`config.mk`:
```
export PLATFORM = sky130hd
export DESIGN_NAME = eth_tx_client
export DESIGN_NICKNAME = d
export VERILOG_FILES = /design/src/logic/eth_tx_pkg.sv /design/src/logic/eth_tx_client.sv /design/src/logic/byte_delay_line.sv
export SDC_FILE = /design/constraint.sdc
export NUM_CORES = 1
export LEC_CHECK = 0
export ABC_CLOCK_PERIOD_IN_PS = 2900
export BUFFER_PORTS_ARGS = -buffer_cell sky130_fd_sc_hd__clkbuf_2
export CAP_MARGIN = 10
export CORE_UTILIZATION = 55
export DETAILED_ROUTE_END_ITERATION = 16
export PLACE_DENSITY_LB_ADDON = 0.3
export SETUP_SLACK_MARGIN = 0.1
export SYNTH_ARGS = -nofsm -noshare
export SYNTH_HDL_FRONTEND = slang
export SYNTH_SLANG_ARGS = --single-unit
export TNS_END_PERCENT = 10
```
`constraint.sdc`:
```
create_clock -name REF_CLK -period 2.9 [get_ports REF_CLK]
set_input_delay 0.58 -clock REF_CLK [delete_from_list [all_inputs] [get_ports REF_CLK]]
set_output_delay 0.58 -clock REF_CLK [all_outputs]
set_load 0.1 [all_outputs]
```
`src/logic/eth_tx_pkg.sv`:
```
// Constants, types and carrier structs for the transmit client path.
// Functional notes
// - A client byte reaches the PHY transmit outputs 8 enabled cycles later, 7 when slow.
// - A PHY receive byte reaches the client receive port 15 cycles later at gigabit; at 10/100 it takes 2 cycles plus 13 enabled cycles.
// - Client user flag marks a bad frame; device drives the PHY error with it.
// - Ready shows a byte taken with valid high; it paces bytes at 10/100.
// - Half duplex reports medium collisions during client frames on the collision output; full duplex holds zero.
// - Retransmit with collision asks for the frame again; full duplex holds retransmit zero.
// - A one-cycle statistics strobe follows each frame and qualifies the vector.
// - With priority flow control the statistics vector gains a top bit 32.
// - Bit 32 marks a priority flow control frame that the device generated and sent.
// - Bit 31 marks a pause frame sent in answer to the pause request.
// - Bit 30 is live, high while a frame byte is on the PHY outputs.
// - Bits 28 to 25 hold the attempt count minus one.
// - Bit 23 marks a collision on each of sixteen attempts.
// - Bit 22 marks a late collision during the frame.
// - Bit 20 marks a deferred frame, bit 21 an overlong deferral.
// - Bit 19 marks a VLAN type field while VLAN transmit is enabled.
// - Bits 18 to 5 hold the frame length, saturating at 16368.
// - Bit 4 marks the MAC control type code 88-08.
// - Bit 3 underrun, bit 2 multicast, bit 1 broadcast, bit 0 sent without error.
package eth_tx_pkg;
  // Register map, one word each.
  localparam logic [7:0]  ADDR_CTRL   = 8'h00;
  localparam logic [7:0]  ADDR_STATUS = 8'h04;
  localparam logic [7:0]  ADDR_STATS  = 8'h08;
  localparam int unsigned CTRL_HALF   = 0;
  localparam int unsigned CTRL_SPD    = 1;
  localparam int unsigned CTRL_VLAN   = 3;
  localparam int unsigned CTRL_PFC    = 4;
  localparam int unsigned CTRL_IFG    = 5;
  localparam logic [5:0]  CTRL_RESET  = 6'h04;
  localparam logic [1:0]  SPEED_10    = 2'h0;
  localparam logic [1:0]  SPEED_100   = 2'h1;
  localparam logic [1:0]  SPEED_1G    = 2'h2;
  // Byte strobe divider reloads, one less than the period.
  localparam logic [6:0]  DIV_1G_M1   = 7'h00;
  localparam logic [6:0]  DIV_100_M1  = 7'h09;
  localparam logic [6:0]  DIV_10_M1   = 7'h63;
  // Latencies in enabled cycles; the receive synchroniser eats two of them.
  localparam logic [4:0]  TX_LAT_FAST = 5'h08;
  localparam logic [4:0]  TX_LAT_SLOW = 5'h07;
  localparam logic [4:0]  RX_TAP      = 5'h0d;
  localparam int unsigned TX_DEPTH    = 8;
  localparam int unsigned RX_DEPTH    = 16;
  localparam logic [7:0]  MIN_IFG     = 8'h0c;
  localparam logic [13:0] SLOT_BYTES  = 14'h0040;
  localparam logic [13:0] LEN_SAT     = 14'h3ff0;
  localparam logic [5:0]  CTRL_LAST   = 6'h3b;
  localparam logic [47:0] CTRL_DA     = 48'h0180_c200_0001;
  localparam logic [15:0] TYPE_CTRL   = 16'h8808;
  localparam logic [15:0] TYPE_VLAN   = 16'h8100;
  localparam logic [15:0] OPC_PAUSE   = 16'h0001;
  localparam logic [15:0] OPC_PFC     = 16'h0101;
  // Statistics vector bit positions.
  localparam int unsigned SB_PFC      = 32;
  localparam int unsigned SB_PAUSE    = 31;
  localparam int unsigned SB_BYTE     = 30;
  localparam int unsigned SB_RSV_HI   = 29;
  localparam int unsigned SB_ATT_LO   = 25;
  localparam int unsigned SB_RSV_LO   = 24;
  localparam int unsigned SB_EXCOL    = 23;
  localparam int unsigned SB_LATE     = 22;
  localparam int unsigned SB_OVERLONG = 21;
  localparam int unsigned SB_DEFER    = 20;
  localparam int unsigned SB_VLAN     = 19;
  localparam int unsigned SB_LEN_LO   = 5;
  localparam int unsigned SB_CTRL     = 4;
  localparam int unsigned SB_UNDERRUN = 3;
  localparam int unsigned SB_MCAST    = 2;
  localparam int unsigned SB_BCAST    = 1;
  localparam int unsigned SB_OK       = 0;

  typedef enum logic [4:0] {
    S_IDLE = 5'h01,
    S_GAP  = 5'h02,
    S_SEND = 5'h04,
    S_CTRL = 5'h08,
    S_DROP = 5'h10
  } tx_state_t;

  // One byte slot toward or from the PHY.
  typedef struct packed {
    logic       en;
    logic       er;
    logic [7:0] data;
  } phy_byte_t;

  typedef struct packed {
    tx_state_t   fsm;
    logic [6:0]  div;
    logic [5:0]  ctrl;
    logic        wb_ack;
    logic [31:0] wb_dat;
    logic        col_m;
    logic        col;
    logic        crs_m;
    logic        crs;
    phy_byte_t   rx_m;
    phy_byte_t   rx_s;
    logic [7:0]  gap;
    logic [13:0] cnt;
    logic [3:0]  tries;
    logic [15:0] wait_cnt;
    logic        deferred;
    logic        overlong_wait_bit;
    logic        underrun;
    logic        mcast;
    logic        bcast;
    logic        is_ctrl;
    logic        is_vlan;
    logic [7:0]  type_hi;
    logic        pause_pend;
    logic        pfc_pend;
    logic        ctrl_pfc;
    logic [5:0]  cidx;
    logic [32:0] stats;
    logic        stats_valid;
    logic        collision;
    logic        retransmit;
  } core_state_t;
endpackage

```
`src/logic/eth_tx_client.sv`:
```
// Transmit client path: byte stream in, PHY byte interface out, statistics and sideband.
module eth_tx_client #(
  parameter int unsigned MAX_DEFER_CYCLES = 8192
) (
  input  wire logic        REF_CLK,
  input  wire logic        RESETN,
  input  wire logic        WB_CYC,
  input  wire logic        WB_STB,
  input  wire logic        WB_WE,
  input  wire logic [7:0]  WB_ADR,
  input  wire logic [3:0]  WB_SEL,
  input  wire logic [31:0] WB_DAT_I,
  output logic      [31:0] WB_DAT_O,
  output logic             WB_ACK,
  input  wire logic [7:0]  TX_TDATA,
  input  wire logic        TX_TVALID,
  input  wire logic        TX_TLAST,
  input  wire logic        TX_TUSER,
  output logic             TX_TREADY,
  input  wire logic [7:0]  TX_IFG_DELAY,
  output logic             TX_COLLISION,
  output logic             TX_RETRANSMIT,
  output logic      [32:0] TX_STATS,
  output logic             TX_STATS_VALID,
  input  wire logic        PAUSE_REQ,
  input  wire logic        PFC_REQ,
  output logic      [7:0]  PHY_TXD,
  output logic             PHY_TX_EN,
  output logic             PHY_TX_ER,
  input  wire logic        PHY_COL,
  input  wire logic        PHY_CRS,
  input  wire logic [7:0]  PHY_RXD,
  input  wire logic        PHY_RX_DV,
  input  wire logic        PHY_RX_ER,
  output logic      [7:0]  RX_TDATA,
  output logic             RX_TVALID,
  output logic             RX_TUSER
);
  localparam logic [15:0] DEFER_LAST = 16'(MAX_DEFER_CYCLES - 1);

  eth_tx_pkg::core_state_t s;
  eth_tx_pkg::core_state_t next_s;
  eth_tx_pkg::phy_byte_t   din;
  eth_tx_pkg::phy_byte_t   tx_out;
  eth_tx_pkg::phy_byte_t   rx_out;
  logic                    strobe;
  logic                    acc;
  logic                    half;
  logic                    gig;
  logic                    req;
  logic [7:0]              gap_len;
  logic [4:0]              tx_tap;
  logic [4:0]              gig_run;

  // Decoded control and handshake terms.
  assign strobe  = (s.div == 7'h00);
  assign half    = s.ctrl[eth_tx_pkg::CTRL_HALF];
  assign gig     = (s.ctrl[eth_tx_pkg::CTRL_SPD +: 2] == eth_tx_pkg::SPEED_1G);
  assign req     = WB_CYC && WB_STB;
  assign tx_tap  = gig ? eth_tx_pkg::TX_LAT_FAST : eth_tx_pkg::TX_LAT_SLOW;
  // Ready only on the byte strobe while sending (always high in S_DROP), so slow speeds meter the client.
  assign TX_TREADY = ((s.fsm == eth_tx_pkg::S_SEND) && strobe) || (s.fsm == eth_tx_pkg::S_DROP);
  assign acc     = (s.fsm == eth_tx_pkg::S_SEND) && strobe && TX_TVALID;
  // The client gap only widens the minimum, never shortens it.
  assign gap_len = (s.ctrl[eth_tx_pkg::CTRL_IFG] && (TX_IFG_DELAY > eth_tx_pkg::MIN_IFG)) ?
                   TX_IFG_DELAY : eth_tx_pkg::MIN_IFG;

  // Pause and priority pause frame contents by byte index.
  function automatic logic [7:0] ctrl_byte(input logic [5:0] idx, input logic pfc);
    logic [15:0] opc;
    opc = pfc ? eth_tx_pkg::OPC_PFC : eth_tx_pkg::OPC_PAUSE;
    if (idx < 6'h06) begin
      ctrl_byte = eth_tx_pkg::CTRL_DA[8'(6'h2f - {idx, 3'h0}) -: 8];
    end else if (idx == 6'h0c) begin
      ctrl_byte = eth_tx_pkg::TYPE_CTRL[15:8];
    end else if (idx == 6'h0d) begin
      ctrl_byte = eth_tx_pkg::TYPE_CTRL[7:0];
    end else if (idx == 6'h0e) begin
      ctrl_byte = opc[15:8];
    end else if (idx == 6'h0f) begin
      ctrl_byte = opc[7:0];
    end else if (idx == 6'h10 || idx == 6'h11) begin
      ctrl_byte = 8'hff;
    end else begin
      ctrl_byte = 8'h00;
    end
  endfunction

  // Records one outgoing byte into the per-frame flags.
  function automatic eth_tx_pkg::core_state_t rec(input eth_tx_pkg::core_state_t v,
                                                  input eth_tx_pkg::phy_byte_t b, input logic vlan_en);
    rec = v;
    if (v.cnt == 14'h0000) begin
      rec.mcast = b.data[0];
      rec.bcast = (b.data == 8'hff);
    end else if (v.cnt < 14'h0006) begin
      rec.bcast = v.bcast && (b.data == 8'hff);
    end else if (v.cnt == 14'h000c) begin
      rec.type_hi = b.data;
    end else if (v.cnt == 14'h000d) begin
      rec.is_ctrl = ({v.type_hi, b.data} == eth_tx_pkg::TYPE_CTRL);
      rec.is_vlan = vlan_en && ({v.type_hi, b.data} == eth_tx_pkg::TYPE_VLAN);
    end
    rec.underrun = v.underrun || b.er;
    if (v.cnt != eth_tx_pkg::LEN_SAT) begin
      rec.cnt = v.cnt + 14'h0001;
    end
  endfunction

  // Assembles the per-frame statistics; bit 30 is overlaid live at the port.
  function automatic logic [32:0] mk_stats(input eth_tx_pkg::core_state_t v, input logic late,
                                           input logic exc, input logic pause, input logic pfc);
    mk_stats = '0;
    mk_stats[eth_tx_pkg::SB_PFC] = pfc;
    mk_stats[eth_tx_pkg::SB_PAUSE] = pause;
    mk_stats[eth_tx_pkg::SB_ATT_LO +: 4] = v.tries;
    mk_stats[eth_tx_pkg::SB_EXCOL] = exc;
    mk_stats[eth_tx_pkg::SB_LATE] = late;
    mk_stats[eth_tx_pkg::SB_OVERLONG] = v.overlong_wait_bit;
    mk_stats[eth_tx_pkg::SB_DEFER] = v.deferred;
    mk_stats[eth_tx_pkg::SB_VLAN] = v.is_vlan;
    mk_stats[eth_tx_pkg::SB_LEN_LO +: 14] = v.cnt;
    mk_stats[eth_tx_pkg::SB_CTRL] = v.is_ctrl;
    mk_stats[eth_tx_pkg::SB_UNDERRUN] = v.underrun;
    mk_stats[eth_tx_pkg::SB_MCAST] = v.mcast;
    mk_stats[eth_tx_pkg::SB_BCAST] = v.bcast;
    mk_stats[eth_tx_pkg::SB_OK] = !(v.underrun || late || exc);
  endfunction

  // Next-state logic for the whole block: pins, bus, frame engine.
  always_comb begin
    next_s = s;
    din = '0;
    next_s.stats_valid = 1'b0;
    next_s.collision = 1'b0;
    next_s.retransmit = 1'b0;
    // Pin synchronisers; only the second stages are read below.
    next_s.col_m = PHY_COL;
    next_s.col = s.col_m;
    next_s.crs_m = PHY_CRS;
    next_s.crs = s.crs_m;
    next_s.rx_m = '{en: PHY_RX_DV, er: PHY_RX_ER, data: PHY_RXD};
    next_s.rx_s = s.rx_m;
    // Byte strobe divider chosen by speed.
    if (strobe) begin
      unique case (s.ctrl[eth_tx_pkg::CTRL_SPD +: 2])
        eth_tx_pkg::SPEED_100: next_s.div = eth_tx_pkg::DIV_100_M1;
        eth_tx_pkg::SPEED_10:  next_s.div = eth_tx_pkg::DIV_10_M1;
        default:               next_s.div = eth_tx_pkg::DIV_1G_M1;
      endcase
    end else begin
      next_s.div = s.div - 7'h01;
    end
    // Wishbone slave: one wait state, ack for one cycle, write at the ack edge.
    next_s.wb_ack = req && !s.wb_ack;
    if (req && !s.wb_ack) begin
      unique case (WB_ADR)
        eth_tx_pkg::ADDR_CTRL:   next_s.wb_dat = {26'h0000000, s.ctrl};
        eth_tx_pkg::ADDR_STATUS: next_s.wb_dat = {20'h00000, s.pfc_pend, s.pause_pend, s.tries, 1'b0, s.fsm};
        eth_tx_pkg::ADDR_STATS:  next_s.wb_dat = s.stats[31:0];
        default:                 next_s.wb_dat = 32'h00000000;
      endcase
    end
    if (req && s.wb_ack && WB_WE && (WB_ADR == eth_tx_pkg::ADDR_CTRL) && WB_SEL[0]) begin
      next_s.ctrl = WB_DAT_I[5:0];
    end
    // Frame engine.
    unique case (s.fsm)
      eth_tx_pkg::S_IDLE: begin
        if (s.pause_pend || s.pfc_pend || TX_TVALID) begin
          next_s.fsm = eth_tx_pkg::S_GAP;
          next_s.gap = gap_len;
          next_s.tries = 4'h0;
          next_s.deferred = 1'b0;
          next_s.overlong_wait_bit = 1'b0;
          next_s.wait_cnt = 16'h0000;
        end
      end
      eth_tx_pkg::S_GAP: begin
        // Carrier holds the gap open in half duplex; that is a deferral.
        if (half && s.crs) begin
          next_s.deferred = 1'b1;
          next_s.gap = gap_len;
          if (s.wait_cnt == DEFER_LAST) begin
            next_s.overlong_wait_bit = 1'b1;
          end else begin
            next_s.wait_cnt = s.wait_cnt + 16'h0001;
          end
        end else if (strobe) begin
          next_s.cnt = 14'h0000;
          next_s.underrun = 1'b0;
          next_s.mcast = 1'b0;
          next_s.bcast = 1'b0;
          next_s.is_ctrl = 1'b0;
          next_s.is_vlan = 1'b0;
          next_s.cidx = 6'h00;
          if (s.gap != 8'h00) begin
            next_s.gap = s.gap - 8'h01;
          end else if (s.pause_pend || s.pfc_pend) begin
            next_s.fsm = eth_tx_pkg::S_CTRL;
            next_s.ctrl_pfc = s.pfc_pend;
          end else if (TX_TVALID) begin
            next_s.fsm = eth_tx_pkg::S_SEND;
          end else begin
            next_s.fsm = eth_tx_pkg::S_IDLE;
          end
        end
      end
      eth_tx_pkg::S_SEND: begin
        if (acc) begin
          din = '{en: 1'b1, er: TX_TUSER, data: TX_TDATA};
          if (half && s.col) begin
            din.er = 1'b1;
            next_s = rec(next_s, din, s.ctrl[eth_tx_pkg::CTRL_VLAN]);
            next_s.collision = 1'b1;
            if ((s.cnt >= eth_tx_pkg::SLOT_BYTES) || (s.tries == 4'hf)) begin
              // Late or sixteenth collision: give up and report.
              next_s.stats = mk_stats(next_s, s.cnt >= eth_tx_pkg::SLOT_BYTES,
                                      s.cnt < eth_tx_pkg::SLOT_BYTES, 1'b0, 1'b0);
              next_s.stats_valid = 1'b1;
              next_s.fsm = TX_TLAST ? eth_tx_pkg::S_IDLE : eth_tx_pkg::S_DROP;
            end else begin
              next_s.retransmit = 1'b1;
              next_s.tries = s.tries + 4'h1;
              next_s.gap = gap_len;
              next_s.fsm = eth_tx_pkg::S_GAP;
            end
          end else begin
            next_s = rec(next_s, din, s.ctrl[eth_tx_pkg::CTRL_VLAN]);
            if (TX_TLAST) begin
              next_s.stats = mk_stats(next_s, 1'b0, 1'b0, 1'b0, 1'b0);
              next_s.stats_valid = 1'b1;
              next_s.fsm = eth_tx_pkg::S_IDLE;
            end
          end
        end
      end
      eth_tx_pkg::S_CTRL: begin
        if (strobe) begin
          din = '{en: 1'b1, er: 1'b0, data: ctrl_byte(s.cidx, s.ctrl_pfc)};
          next_s = rec(next_s, din, s.ctrl[eth_tx_pkg::CTRL_VLAN]);
          next_s.cidx = s.cidx + 6'h01;
          if (s.cidx == eth_tx_pkg::CTRL_LAST) begin
            next_s.stats = mk_stats(next_s, 1'b0, 1'b0, !s.ctrl_pfc, s.ctrl_pfc);
            next_s.stats_valid = 1'b1;
            next_s.pause_pend = 1'b0;
            next_s.pfc_pend = 1'b0;
            next_s.fsm = eth_tx_pkg::S_IDLE;
          end
        end
      end
      eth_tx_pkg::S_DROP: begin
        // Swallow the rest of an abandoned frame so it never starts a new one.
        if (TX_TVALID && TX_TLAST) begin
          next_s.fsm = eth_tx_pkg::S_IDLE;
        end
      end
      default: begin
        next_s.fsm = eth_tx_pkg::S_IDLE;
      end
    endcase
    // Requests are latched last so a new one wins over the clear.
    if (PAUSE_REQ && !s.ctrl[eth_tx_pkg::CTRL_PFC]) begin
      next_s.pause_pend = 1'b1;
    end
    if (PFC_REQ && s.ctrl[eth_tx_pkg::CTRL_PFC]) begin
      next_s.pfc_pend = 1'b1;
    end
  end

  // State register.
  always_ff @(posedge REF_CLK or negedge RESETN) begin
    if (!RESETN) begin
      s <= '{fsm: eth_tx_pkg::S_IDLE, ctrl: eth_tx_pkg::CTRL_RESET, default: '0};
    end else begin
      s <= next_s;
    end
  end

  // Transmit pipeline sets the client-to-PHY latency.
  byte_delay_line #(
    .W     ($bits(eth_tx_pkg::phy_byte_t)),
    .DEPTH (eth_tx_pkg::TX_DEPTH)
  ) u_tx_pipe (
    .clk   (REF_CLK),
    .rst_n (RESETN),
    .en    (strobe),
    .tap   (tx_tap),
    .din   (din),
    .dout  (tx_out)
  );

  // Receive pipeline; the synchroniser supplies two cycles of the total.
  byte_delay_line #(
    .W     ($bits(eth_tx_pkg::phy_byte_t)),
    .DEPTH (eth_tx_pkg::RX_DEPTH)
  ) u_rx_pipe (
    .clk   (REF_CLK),
    .rst_n (RESETN),
    .en    (strobe),
    .tap   (eth_tx_pkg::RX_TAP),
    .din   (s.rx_s),
    .dout  (rx_out)
  );

  // Outputs; in full duplex the collision sideband stays low.
  assign PHY_TXD        = tx_out.data;
  assign PHY_TX_EN      = tx_out.en;
  assign PHY_TX_ER      = tx_out.er;
  assign RX_TDATA       = rx_out.data;
  assign RX_TVALID      = rx_out.en;
  assign RX_TUSER       = rx_out.er;
  assign TX_COLLISION   = s.collision && half;
  assign TX_RETRANSMIT  = s.retransmit && half;
  assign TX_STATS_VALID = s.stats_valid;
  assign TX_STATS       = {s.stats[32] && s.ctrl[eth_tx_pkg::CTRL_PFC], s.stats[31], tx_out.en,
                           s.stats[29:0]};
  assign WB_DAT_O       = s.wb_dat;
  assign WB_ACK         = s.wb_ack;

  // Consecutive gigabit cycles, saturating; latency checks skip any window that spans a speed change.
  always_ff @(posedge REF_CLK or negedge RESETN) begin
    if (!RESETN) begin
      gig_run <= 5'h00;
    end else if (!gig) begin
      gig_run <= 5'h00;
    end else if (gig_run != 5'h1f) begin
      gig_run <= gig_run + 5'h01;
    end
  end
endmodule // eth_tx_client

```
`src/logic/byte_delay_line.sv`:
```
// Enabled shift pipeline with a selectable output tap.
module byte_delay_line #(
  parameter int unsigned W     = 10,
  parameter int unsigned DEPTH = 8
) (
  input  wire logic         clk,
  input  wire logic         rst_n,
  input  wire logic         en,
  input  wire logic [4:0]   tap,
  input  wire logic [W-1:0] din,
  output logic      [W-1:0] dout
);
  typedef struct packed {
    logic [DEPTH-1:0][W-1:0] pipe;
  } dl_state_t;

  dl_state_t s;
  dl_state_t next_s;

  // Shift only on the byte strobe, so latency counts enabled cycles.
  always_comb begin
    next_s = s;
    if (en) begin
      next_s.pipe = {s.pipe[DEPTH-2:0], din};
    end
  end

  // State register.
  always_ff @(posedge clk or negedge rst_n) begin
    if (!rst_n) begin
      s <= '0;
    end else begin
      s <= next_s;
    end
  end

  // Tap one selects the first stage; every stage is a flip-flop.
  assign dout = s.pipe[tap - 5'h01];
endmodule // byte_delay_line

```
# == Word-level counts from Yosys, hierarchy flattened ==
# Index checks and enable logic that the tools add are counted.
# word_totals
out_inout_bits,90
inputBits,82
register_bits,387
# op_classes
n_lt_le_gt_ge,6
add_sub_neg,8
shifts,1
n_reduce_logical,64
muxes,86
n_bitwise,4
n_eq_ne,49
# op_table
operator,n
$mux 177,3
$pmux 70 s2,1
$mux 8,15
$mux 34,3
$pmux 32 s3,1
$pmux 18 s4,1
$pmux 36 s2,1
$eq 16x16->1 const B,4
$mux 10,6
$mux 5,12
$shiftx 55x9->8 const A,1
$mux 22,2
$pmux 14 s3,1
$pmux 10 s2,2
$mux 32,1
$pmux 8 s4,1
$bmux 10 s3,1
$reduce_and 6->1,5
$eq 14x4->1 const B,2
$mux 14,2
$ne 2x2->1 const B,14
$pmux 5 s5,1
$eq 6x4->1 const B,4
$reduce_bool 2->1,11
other kinds (60),123

# == Logic depth before layout (Yosys ltp) ==
# Gate-level depths: netlist of run 1.
# depth
word_depth,20
depth_mapped,11
ltp_nobuf,8

# == By module ==
# A second synthesis of run 1 with hierarchy kept.
# hier_totals
cells_unflattened,1642
area_unflattened_um2,20021.7
# by_module_without_submodules
module,seq_area_each_um2,n_inst,area_each_um2,cells_each
eth_tx_client,4306.6,1,8853.5,919
byte_delay_line at u_rx_pipe,4003.8,1,7392.1,446
byte_delay_line at u_tx_pipe,2001.9,1,3776.1,277

# == Least setup slack after synthesis of run 1 ==
# Ideal clock, no wire load.
# synth_timing
path_type,flip-flop to output port
startpoint,register s[165] in the netlist's numbering
endpoint,output TX_TREADY
path_slack_ns,-1.550
required_time_ns,2.320
n_path_buf,4
path_stages_with_launch,10
t_arrival_ns,3.870
cell_sequence,dfrtp_1 > inv_1 > ha_1 > nor4b_4 > nand2_1 > clkbuf_1 > clkbuf_1 > clkbuf_1 > clkbuf_1 > o21ai_0
# synth_between
elab_chain_cells,3
# synth_rtl
element,line_no,text
start: declaration,eth_tx_client.sv:41,eth_tx_pkg::core_state_t s;
start signal: assignment,eth_tx_client.sv:276,s <= next_s;
$logic_not 7->1,eth_tx_client.sv:56,assign strobe = (s.div == 7'h00);
$logic_and 1x1->1,eth_tx_client.sv:62,assign TX_TREADY = ((s.fsm == eth_tx_pkg::S_SEND) && strobe) || (s.fsm == eth_tx_pkg::S_DROP);
$logic_or 1x1->1,eth_tx_client.sv:62,
end: declaration,eth_tx_client.sv:19,"output logic TX_TREADY,"
# Every way passes these cells.

# == Worst setup path in the final report of run 1 ==
# Same ends and word-level chain as after synthesis.

==> results_dict.tcl, run 1 <==
set metrics [dict create \
    floorplan.die.height_um 177 \
    synthXorXnorAreaFrac 0.0172 \
    cts_max_level 2 \
    clock_power_share 0.440 \
    vias_per_cell 5.55 \
    final.setup_skew_ns 0.0251 \
    max_slew.worst_pin.slew_ns 0.921 \
    yosys_most_used_dff "dfrtp_1" \
    outcome "finished, final reports clean" \
    finalNetCount 1975 \
    start_kind "flop" \
    synth_cells 1815 \
    timing.max_slew.rel_slack 0.386 \
    synth_cell_types 68 \
    hold_violations 0 \
    drt_pre_antenna_iters 5 \
    grt_pass1_vias 12600 \
    clk_root_buffer_cell "clkbuf_16" \
    rsz0062_at_grt "true" \
    worstPathRequired_ns 2.32 \
    critical_path_arrival_ns 2.21 \
    crit_fanout 32 \
    timing_max_transition_violations_final 0 \
    diodes 0 \
    synthAdderAreaFrac 0.0104 \
    flow.area_growth_from_synthesis_pct 13.9 \
    p_leak_uw 0.00986 \
    die_w_um 177 \
    place.detailed.hpwl_mm 23.9 \
    worst_setup_hold_path_clk_slew_ns 0.06 \
    place.gp.congestion 0.880 \
    switchingPower_uw 3010 \
    worst_setup_path_end_kind "output port" \
    port-buffer-count 140 \
    post_drt_wl_per_cell_um 16.0 \
    synth_compound_gate_area_share 0.0919 \
    vias 12800 \
    synth.yosys.warnings 0 \
    max_cap_violations 0 \
    vdd_drop_max_mv 0.448 \
    cts_made_buffers 40 \
    comb_power_share 0.095 \
    grt_first_pass_wirelength_mm 62.0 \
    timing.hold.worst.class "in2async" \
    setup_total_negative_slack_ns 0 \
    synth_seq_cells 382 \
    max-clock-path-buffers 3 \
    dp_cells 2226 \
    criticalPathCategory "reg2out" \
    grt_antenna_before_repair 0 \
    synthArstFlopShare 1.00 \
    cts_tree "done" \
    first_iter_violations 1047 \
    antenna_left 0 \
    globalRoute.totalOverflow 0 \
    seq_power_share 0.465 \
    synthMuxAreaShare 0.0215 \
    fraction_of_layout_cells_with_a_size_suffix_above_1 0.155 \
    number_of_top_level_pins 172 \
    cts.sinks 382 \
    synth_top_family_by_area "simple AND/OR/NAND/NOR gates" \
    grt_start_max_net_pins 211 \
    finalNonFillerCells 2301 \
    syn-cell-area_mm2 0.0168 \
    floorplan.die_area_mm2 0.0313 \
    clock.fmax_ghz 0.359 \
    floorplan.rows 63 \
    p_sw_frac 0.251 \
    fp.coreArea_mm2 0.0299 \
    floorplan.initialDensity 0.564 \
    synth_simple_gate_area_frac 0.234 \
    final_worst_path_cycle_share 0.961 \
    power-per-cell-area_mw_per_mm2 624 \
    drc_violations 0 \
    synth-edff-count 0 \
    grt_use_total 0.243 \
    final_period_minus_worst_setup_slack_ns 2.79 \
    timing.final.setup_violations 0 \
    syn_area_per_cell_um2 9.28 \
    clk_latency_ns 0.53 \
    p_int_uw 8960 \
    seq_area_frac_synth 0.568 \
    total_length_of_routed_wires_mm 36.8 \
]
-- kinds of logic after synthesis --
group,count (synthesis)
simple gates,928
flops,382
compound gates,240
buf+inv,184
xor+xnor,33
mux,33
fa+ha+maj,14
other cells,1
-- synthesized netlist by cell type, drive strengths merged (4+ instances only) --
| master | instances | area share |
|---|---|---|
| a2bb2oi | 4 | 0.0021 |
| nand4 | 21 | 0.0078 |
| inv | 18 | 0.0040 |
| dfrtp | 380 | 0.56 |
| nor2 | 104 | 0.023 |
| o21ai | 68 | 0.020 |
| nor4 | 10 | 0.0050 |
| nor3 | 17 | 0.0056 |
| nand2 | 666 | 0.15 |
| mux2 | 25 | 0.017 |
| a221oi | 4 | 0.0021 |
| o31ai | 16 | 0.0071 |
| nor2b | 9 | 0.0033 |
| or3 | 9 | 0.0033 |
| nand3b | 8 | 0.0036 |
| clkbuf | 84 | 0.019 |
| a22o | 30 | 0.016 |
| and3 | 14 | 0.0052 |
| a21o | 6 | 0.0027 |
| o21a | 4 | 0.0018 |
| a21oi | 58 | 0.017 |
| ha | 14 | 0.010 |
| and2 | 18 | 0.0067 |
| xor2 | 19 | 0.0099 |
| xnor2 | 14 | 0.0073 |
| or4 | 6 | 0.0027 |
| buf | 82 | 0.035 |
| a41oi | 5 | 0.0026 |
| a31oi | 4 | 0.0015 |
| o211ai | 5 | 0.0022 |
| mux2i | 8 | 0.0048 |
| a22oi | 14 | 0.0062 |
| nand2b | 5 | 0.0019 |
| nand3 | 23 | 0.0068 |
| o22ai | 4 | 0.0015 |
-- critical path, stage by stage, from the launching register on --
cell	delay [ns]
dfrtp_1	0.39
inv_1	0.09
ha_1	0.20
nor4b_4	0.34
nand2_4	0.08
buf_8	0.20
o21ai_4	0.19
buf_12	0.20
-- layout make-up --
class | count | area, um^2
sequential | 382 | 9560
clock buffer | 58 | 1210
tap | 390 | 488
inverter | 18 | 67.6
fill | 2389 | 10700
multi-input combinational | 1250 | 6350
timing repair buffer | 187 | 1340
clock inverter | 16 | 173
-- sequential cells by signal, indices dropped and copies added (netlist names) --
name / cells
u_tx_pipe.s: 80
WB_ACK: 1
u_rx_pipe.s: 130
TX_STATS: 29
half: 1
WB_DAT_O: 30
TX_STATS_VALID: 1
s: 110
-- layout by cell type (no fill, tap or decap), drive strengths merged, types with 20 or more instances in the layout --
cell    instances
clkbuf        185
a22o           30
o21ai          68
dfrtp         380
nand2         666
nor2          104
nand3          23
mux2           25
nand4          21
inv            20
a21oi          58
buf            60
-- metrics by stage --
step	area [um^2]	power, uW	hold WS, ns	worst slack [ns]	utilization
after floorplan	16900	6350	0.284	0.118	-
after global placement	17800	6750	0.333	0.216	0.595
after detailed placement	17800	6780	0.335	0.0786	0.595
after CTS	19200	12100	0.0285	0.103	0.642
after global routing	19200	12400	0.0437	0.0128	0.642
final	19200	12000	0.00209	0.112	0.642
-- power by group through the flow --
stage	Sequential (uW)	Combinational, uW	Clock [uW]
finish	5560	1140	5270
floorplan	5600	746	0
CTS	5560	1130	5380
global route	5570	1250	5600
global placement	5650	1100	0
detailed placement	5660	1120	0
-- worst paths after layout --
path	from	depth (start not counted)	slack, ns	to
min reg2reg	s[114]$_DFF_PN0_	0	0.35	s[104]$_DFF_PN0_
min	RESETN	1	0.002	u_rx_pipe.s[123]$_DFFE_PN0P_
max reg2reg	s[165]$_DFF_PN0_	8	0.19	s[79]$_DFFE_PN0P_
max in group asynchronous	RESETN	2	2.08	WB_DAT_O[13]$_DFFE_PN0P_
min in group REF_CLK	PHY_RXD[6]	1	0.15	s[118]$_DFF_PN0_
max	s[165]$_DFF_PN0_	7	0.11	TX_TREADY
-- repair_timing --
item | CTS | global route
resized for setup | 5 | 2
hold buffers | 0 | 0
setup buffers | 1 | 0
setup endpoints to repair | 3 | 18
-- routing by layer --
layer | up-vias | GRT usage | wire length (um)
met5 | - | 0 | 0
met2 | 341 | 0.399 | 18000
li1 | 6053 | - | -
met3 | 60 | 0.0378 | 1820
met4 | 0 | 0.0729 | 820
met1 | 6322 | 0.334 | 16200
(Power assumes the default switching activity.)
==> inputs of run 2 (changes only) <==
SYNTH_HIERARCHICAL = 1   (was unset)
==> run 2 against run 1 <==
The run now ends with design-rule violations, negative setup slack left. Sequential share of layout area is 4.3 points lower. Maximum frequency is 6.3% lower. Combinational power is 66% lower. First-iteration DRC count is 5.7% lower. Cell area is 18% higher. Via count is 2.8% higher. Critical path type unchanged. Critical endpoint is now TX_STATS[30]. Largest power group unchanged.
==> results_dict.tcl, run 2 <==
set metrics [dict create \
    outcome "finished, violations left" \
    failed_checks "design-rule violations, negative setup slack" \
    final_cell_mix "410 x dfrtp_1, 170 x mux2_2, 126 x clkbuf_2, 112 x mux2i_1, 105 x nand2_1" \
    die_w_um 193 \
    syn-cell-area_mm2 0.0200 \
    num-fill-cells 2702 \
    worstPathRequired_ns 2.32 \
    synth_cells 1641 \
    seq_power_share 0.498 \
    fp.coreArea_mm2 0.0357 \
    clock.fmax_ghz 0.336 \
    largest_reg_flops 160 \
    total_non_filler_cell_area_in_the_finished_layout_mm2 0.0227 \
    synth.yosys.warnings 6 \
    fraction_of_layout_cells_with_a_size_suffix_above_1 0.287 \
    criticalPathCategory "reg2out" \
    clock_power_share 0.468 \
    drt_pre_antenna_iters 11 \
    globalRoute.busiestLayer "met2" \
    floorplan.initialDensity 0.561 \
    floorplan.die.height_um 193 \
    switchingPower_uw 2510 \
    flow.area_growth_from_synthesis_pct 13.2 \
    timing.hold.worst.class "in2reg" \
    footprint_of_the_multi_input_gates_mm2 0.00875 \
    cts_tree "done" \
    grt_start_max_net_pins 124 \
    drc_violations 12 \
    ff_latch_area_mm2 0.0103 \
    finalWorstSetupSlack_ns -0.0740 \
    comb_power_share 0.033 \
    max-clock-path-buffers 3 \
    final.setup_skew_ns 0.0157 \
    grt_antenna_before_repair 1 \
    p_int_uw 9090 \
    finalNetCount 1833 \
    grt_first_pass_wirelength_mm 68.6 \
    grtUsageMet1 0.316 \
    start_kind "flop" \
    mostFrequentLayoutCell "dfrtp_1" \
    timing_max_transition_violations_final 0 \
    place.detailed.hpwl_mm 28.3 \
    globalRoute.totalOverflow 0 \
    hold_violations 0 \
    vias 13100 \
    post_drt_wl_per_cell_um 18.9 \
    clk_root_buffer_cell "clkbuf_16" \
    antenna_left 0 \
    final_period_minus_worst_setup_slack_ns 2.97 \
    max_slew.worst_pin.slew_ns 1.13 \
    placedInstanceArea_mm2 0.0210 \
    floorplan.die_area_mm2 0.0372 \
    power-per-cell-area_mw_per_mm2 512 \
    crit_fanout 8 \
    max_cap_violations 0 \
    vias_per_cell 5.89 \
    total_length_of_routed_wires_mm 42.3 \
    vdd_drop_max_mv 0.399 \
    p_leak_uw 0.0109 \
    timing.max_slew.rel_slack 0.245 \
    first_iter_violations 987 \
    place.gp.congestion 0.892 \
    p_sw_frac 0.216 \
    cts.sinks 412 \
    timing.final.setup_violations 11 \
    worst_setup_hold_path_clk_slew_ns 0.06 \
    setup_total_negative_slack_ns -0.429 \
    grtUsageMet2 0.385 \
    final_worst_path_cycle_share 1.03 \
    number_of_top_level_pins 172 \
    grt_pass1_vias 13100 \
    rsz0062_at_grt "true" \
    critical_path_arrival_ns 2.39 \
    met3_usage 0.0347 \
    cts_made_buffers 43 \
    register_with_the_most_flip_flops "u_rx_pipe/s" \
    cts_max_level 2 \
    syn_area_per_cell_um2 12.2 \
    floorplan.rows 69 \
    biggestRegsByFlops "u_rx_pipe/s (160), s (110), u_tx_pipe/s (80)" \
    clk_latency_ns 0.56 \
    grt_use_total 0.232 \
    worst_setup_path_end_kind "output port" \
    port-buffer-count 140 \
]
## run 2: layout make-up
type,count,area share
diodes,1,0.000110
well taps,461,0.0255
repair buffers,202,0.0664
clock buffers,66,0.0562
flip-flops and latches,412,0.455
multi-input cells,1052,0.386
inverters,25,0.00458
clock inverters,12,0.00563
## run 2: metal layers
metal,up-vias,share of wire,routed length [um]
met2,259,0.49,20900
met3,70,0.042,1780
met5,-,0,0
li1,6097,-,-
met1,6707,0.44,18700
met4,0,0.020,845
## run 2: timing repair
item | CTS | global route
buffers inserted | 2 | 0
pin swaps | 5 | 11
hold buffers | 1 | 0
hold endpoints to repair | 28 | 0
gates cloned | 2 | 1
resized for setup | 26 | 14
endpoints found under the setup margin | 16 | 96
## run 2: worst paths after layout
kind                       slack, ns  depth (start not counted)                from                      endpoint
setup / recovery               -0.07                          8  s[161]$_DFFE_PN1P_                  TX_STATS[30]
hold / removal                  0.13                          1          PHY_RXD[2]              s[114]$_DFF_PN0_
setup reg to reg                0.10                         10    s[165]$_DFF_PN0_             s[78]$_DFFE_PN0P_
hold reg to reg                 0.35                          0    s[113]$_DFF_PN0_              s[103]$_DFF_PN0_
max in group asynchronous       1.46                          3              RESETN  u_rx_pipe/s[109]$_DFFE_PN0P_
min in group asynchronous       0.57                          2              RESETN      WB_DAT_O[14]$_DFFE_PN0P_
## run 2: power groups by stage
stage | clock, uW | sequential (uW) | combinational, uW
global placement | 0 | 5890 | 362
detailed placement | 0 | 5890 | 366
finish | 5430 | 5780 | 387
floorplan | 0 | 5890 | 195
global route | 5820 | 5780 | 430
CTS | 5570 | 5780 | 370
## run 2: per-stage QoR
step | power [uW] | worst slack (ns) | hold WS (ns) | instances | util
after global placement | 6250 | 0.0739 | 0.336 | 2146 | 0.590
after floorplan | 6080 | -0.138 | 0.284 | 1647 | -
after CTS | 11700 | -0.101 | 0.0999 | 2229 | 0.633
after detailed placement | 6250 | 0.0158 | 0.335 | 2146 | 0.590
after global routing | 12000 | -0.133 | 0.113 | 2231 | 0.635
final | 11600 | -0.0740 | 0.130 | 2231 | 0.635
## run 2: worst max-delay path, cell delays in order, from the launching register on
cell and delay [ns]:
dfstp_2 0.55, nand2b_4 0.10, inv_4 0.08, ha_4 0.22
buf_12 0.16, mux2i_1 0.22, nand3_1 0.11, and4_4 0.23
buf_12 0.17
==> inputs of run 3 (changes only) <==
MAX_ROUTING_LAYER = met4   (was unset)
==> run 3 against run 2 <==
Sequential cell count stayed put. Via count is 0.37% lower. Register-to-register slack better by 0.02 ns. Setup slack better by 0.011 ns. Non-clock buffer count is 2 higher. Die area stayed put. The flow still finishes with violations (design-rule violations, negative setup slack). Clock power is 3% higher. Worst hold slack worse by 0.091 ns. Combinational power is 1% higher. Utilization is 0.42 points higher.
==> results_dict.tcl, run 3 (synthesis gave the netlist of run 2 again) <==
set metrics [dict create \
    outcome "finished, violations left" \
    failed_checks "design-rule violations, negative setup slack" \
    post-route-util 0.640 \
    grtUsageMet2 0.371 \
    depth_of_the_most_critical_reg_to_reg_path 9 \
    hold_buffers 0 \
    port-buffer-count 140 \
    antenna_left 0 \
    place.gp.congestion 0.905 \
    criticalPathCategory "reg2out" \
    globalRoute.totalOverflow 0 \
    placedInstanceArea_mm2 0.0211 \
    critical_path_arrival_ns 2.38 \
    grt_start_max_net_pins 86 \
    rsz0062_at_grt "true" \
    finalNetCount 1836 \
    worst-r2r-setup-slack_ns 0.12 \
    drt_pre_antenna_iters 11 \
    clk_root_buffer_cell "clkbuf_16" \
    worst_setup_path_end_kind "output port" \
    num-fill-cells 2697 \
    max_slew.worst_pin.slew_ns 0.798 \
    cts_max_level 2 \
    worst_setup_path_startpoint "s[166]$_DFF_PN0_" \
    met3_usage 0.0449 \
    vias_per_cell 5.85 \
    cts_made_buffers 44 \
    worst_setup_hold_path_clk_slew_ns 0.06 \
    floorplan.die.height_um 193 \
    timing.final.setup_violations 12 \
    crit_fanout 12 \
    place.detailed.hpwl_mm 28.1 \
    max_cap_violations 0 \
    grtUsageMet1 0.316 \
    globalRoute.busiestLayer "met2" \
    cts.sinks 412 \
    final_cell_mix "410 x dfrtp_1, 170 x mux2_2, 125 x clkbuf_2, 111 x mux2i_1, 104 x nand2_1" \
    floorplan.die_area_mm2 0.0372 \
    timing_max_transition_violations_final 0 \
    post_drt_wl_per_cell_um 18.8 \
    register_with_the_most_flip_flops "u_rx_pipe/s" \
    start_kind "flop" \
    floorplan.initialDensity 0.561 \
    post-cts-setup-buffer-count 0 \
    number_of_top_level_pins 172 \
    total_non_filler_cell_area_in_the_finished_layout_mm2 0.0228 \
    clock.fmax_ghz 0.337 \
    p_leak_uw 0.0110 \
    final_period_minus_worst_setup_slack_ns 2.96 \
    vias 13100 \
    worstPathRequired_ns 2.32 \
    mostFrequentLayoutCell "dfrtp_1" \
    place_worst_setup_slack_ns -0.0339 \
    fraction_of_layout_cells_with_a_size_suffix_above_1 0.293 \
    total_length_of_routed_wires_mm 42.1 \
    regToRegStartpoint "s[166]$_DFF_PN0_" \
    grt_antenna_before_repair 1 \
    rr_endpoint "s[78]$_DFFE_PN0P_" \
    largest_reg_flops 160 \
    hold_violations 0 \
    finalWorstSetupSlack_ns -0.0633 \
    flow.area_growth_from_synthesis_pct 13.9 \
    setup_total_negative_slack_ns -0.435 \
    grt_pass1_vias 13100 \
    grt_first_pass_wirelength_mm 68.1 \
    grt_use_total 0.239 \
    die_w_um 193 \
    timing.hold.worst.class "in2async" \
    final_worst_path_cycle_share 1.02 \
    floorplan.rows 69 \
    max-clock-path-buffers 3 \
    biggestRegsByFlops "u_rx_pipe/s (160), s (110), u_tx_pipe/s (80)" \
    critPathCapture "TX_TREADY" \
    whs_ns 0.0389 \
    clk_latency_ns 0.57 \
    power-per-cell-area_mw_per_mm2 517 \
    first_iter_violations 896 \
    vdd_drop_max_mv 0.531 \
    cts_tree "done" \
    final.setup_skew_ns 0.0123 \
    fp.coreArea_mm2 0.0357 \
    drc_violations 12 \
    timing.max_slew.rel_slack 0.467 \
]
==> run 3: how the worst min path moves through the flow <==
stage / slack (ns) / cells after the start / end / start
final: 0.04 / 1 / WB_DAT_O[14]$_DFFE_PN0P_ / RESETN
after global routing: 0.08 / 1 / WB_DAT_O[14]$_DFFE_PN0P_ / RESETN
after CTS: 0.05 / 1 / WB_DAT_O[14]$_DFFE_PN0P_ / RESETN
after detailed placement: 0.33 / 0 / s[102]$_DFF_PN0_ / s[112]$_DFF_PN0_
after global placement: 0.34 / 0 / s[122]$_DFF_PN0_ / s[123]$_DFF_PN0_
after floorplan: 0.28 / 0 / TX_STATS[0]$_DFFE_PN0P_ / RESETN
==> run 3: cell type report <==
cell class                      instances  area (um^2)  area share
Timing Repair Buffer                  204         1570      0.0689
Sequential cell                       412        10300       0.452
Inverter                               25          109     0.00477
Tap cell                              461          577      0.0253
Antenna cell                            1         2.50    0.000110
Multi-Input combinational cell       1052         8750       0.384
Clock buffer                           69         1380      0.0604
Clock inverter                         12          104     0.00455
==> run 3: critical path, cell delays in order (launching register included) <==
cell and delay (ns):
dfrtp_1 0.39, inv_1 0.07, ha_2 0.17, or3b_4 0.38, or2_4 0.27, clkinv_8 0.11
a21oi_4 0.07, nor3_4 0.15, buf_12 0.20
==> run 3: metrics by stage <==
stage	cells	power (uW)
4_1_cts	2233	11900
5_1_grt	2236	12200
3_3_place_gp	2151	6260
3_5_place_dp	2151	6260
6_report	2236	11800
2_1_floorplan	1647	6080
==> run 3: where the power goes <==
group / switching, uW / leakage, uW / total, uW / internal (uW)
clock network: 2270 / 0.000727 / 5620 / 3350
logic: 270 / 0.00468 / 392 / 122
registers: 12.1 / 0.00556 / 5780 / 5770
total: 2550 / 0.0110 / 11800 / 9250
==> run 3: metal layers <==
layer  up-vias  part of all wire
li1       6101                 -
met1      6600              0.44
met2       305              0.48
met3        79             0.050
met4         0             0.029
met5         -                 0
==> run 3: timing repair <==
action | in CTS | in global routing
endpoints found under the setup margin | 48 | 253
pin swaps | 8 | 8
gates resized for setup | 22 | 20
gates cloned | 1 | 2
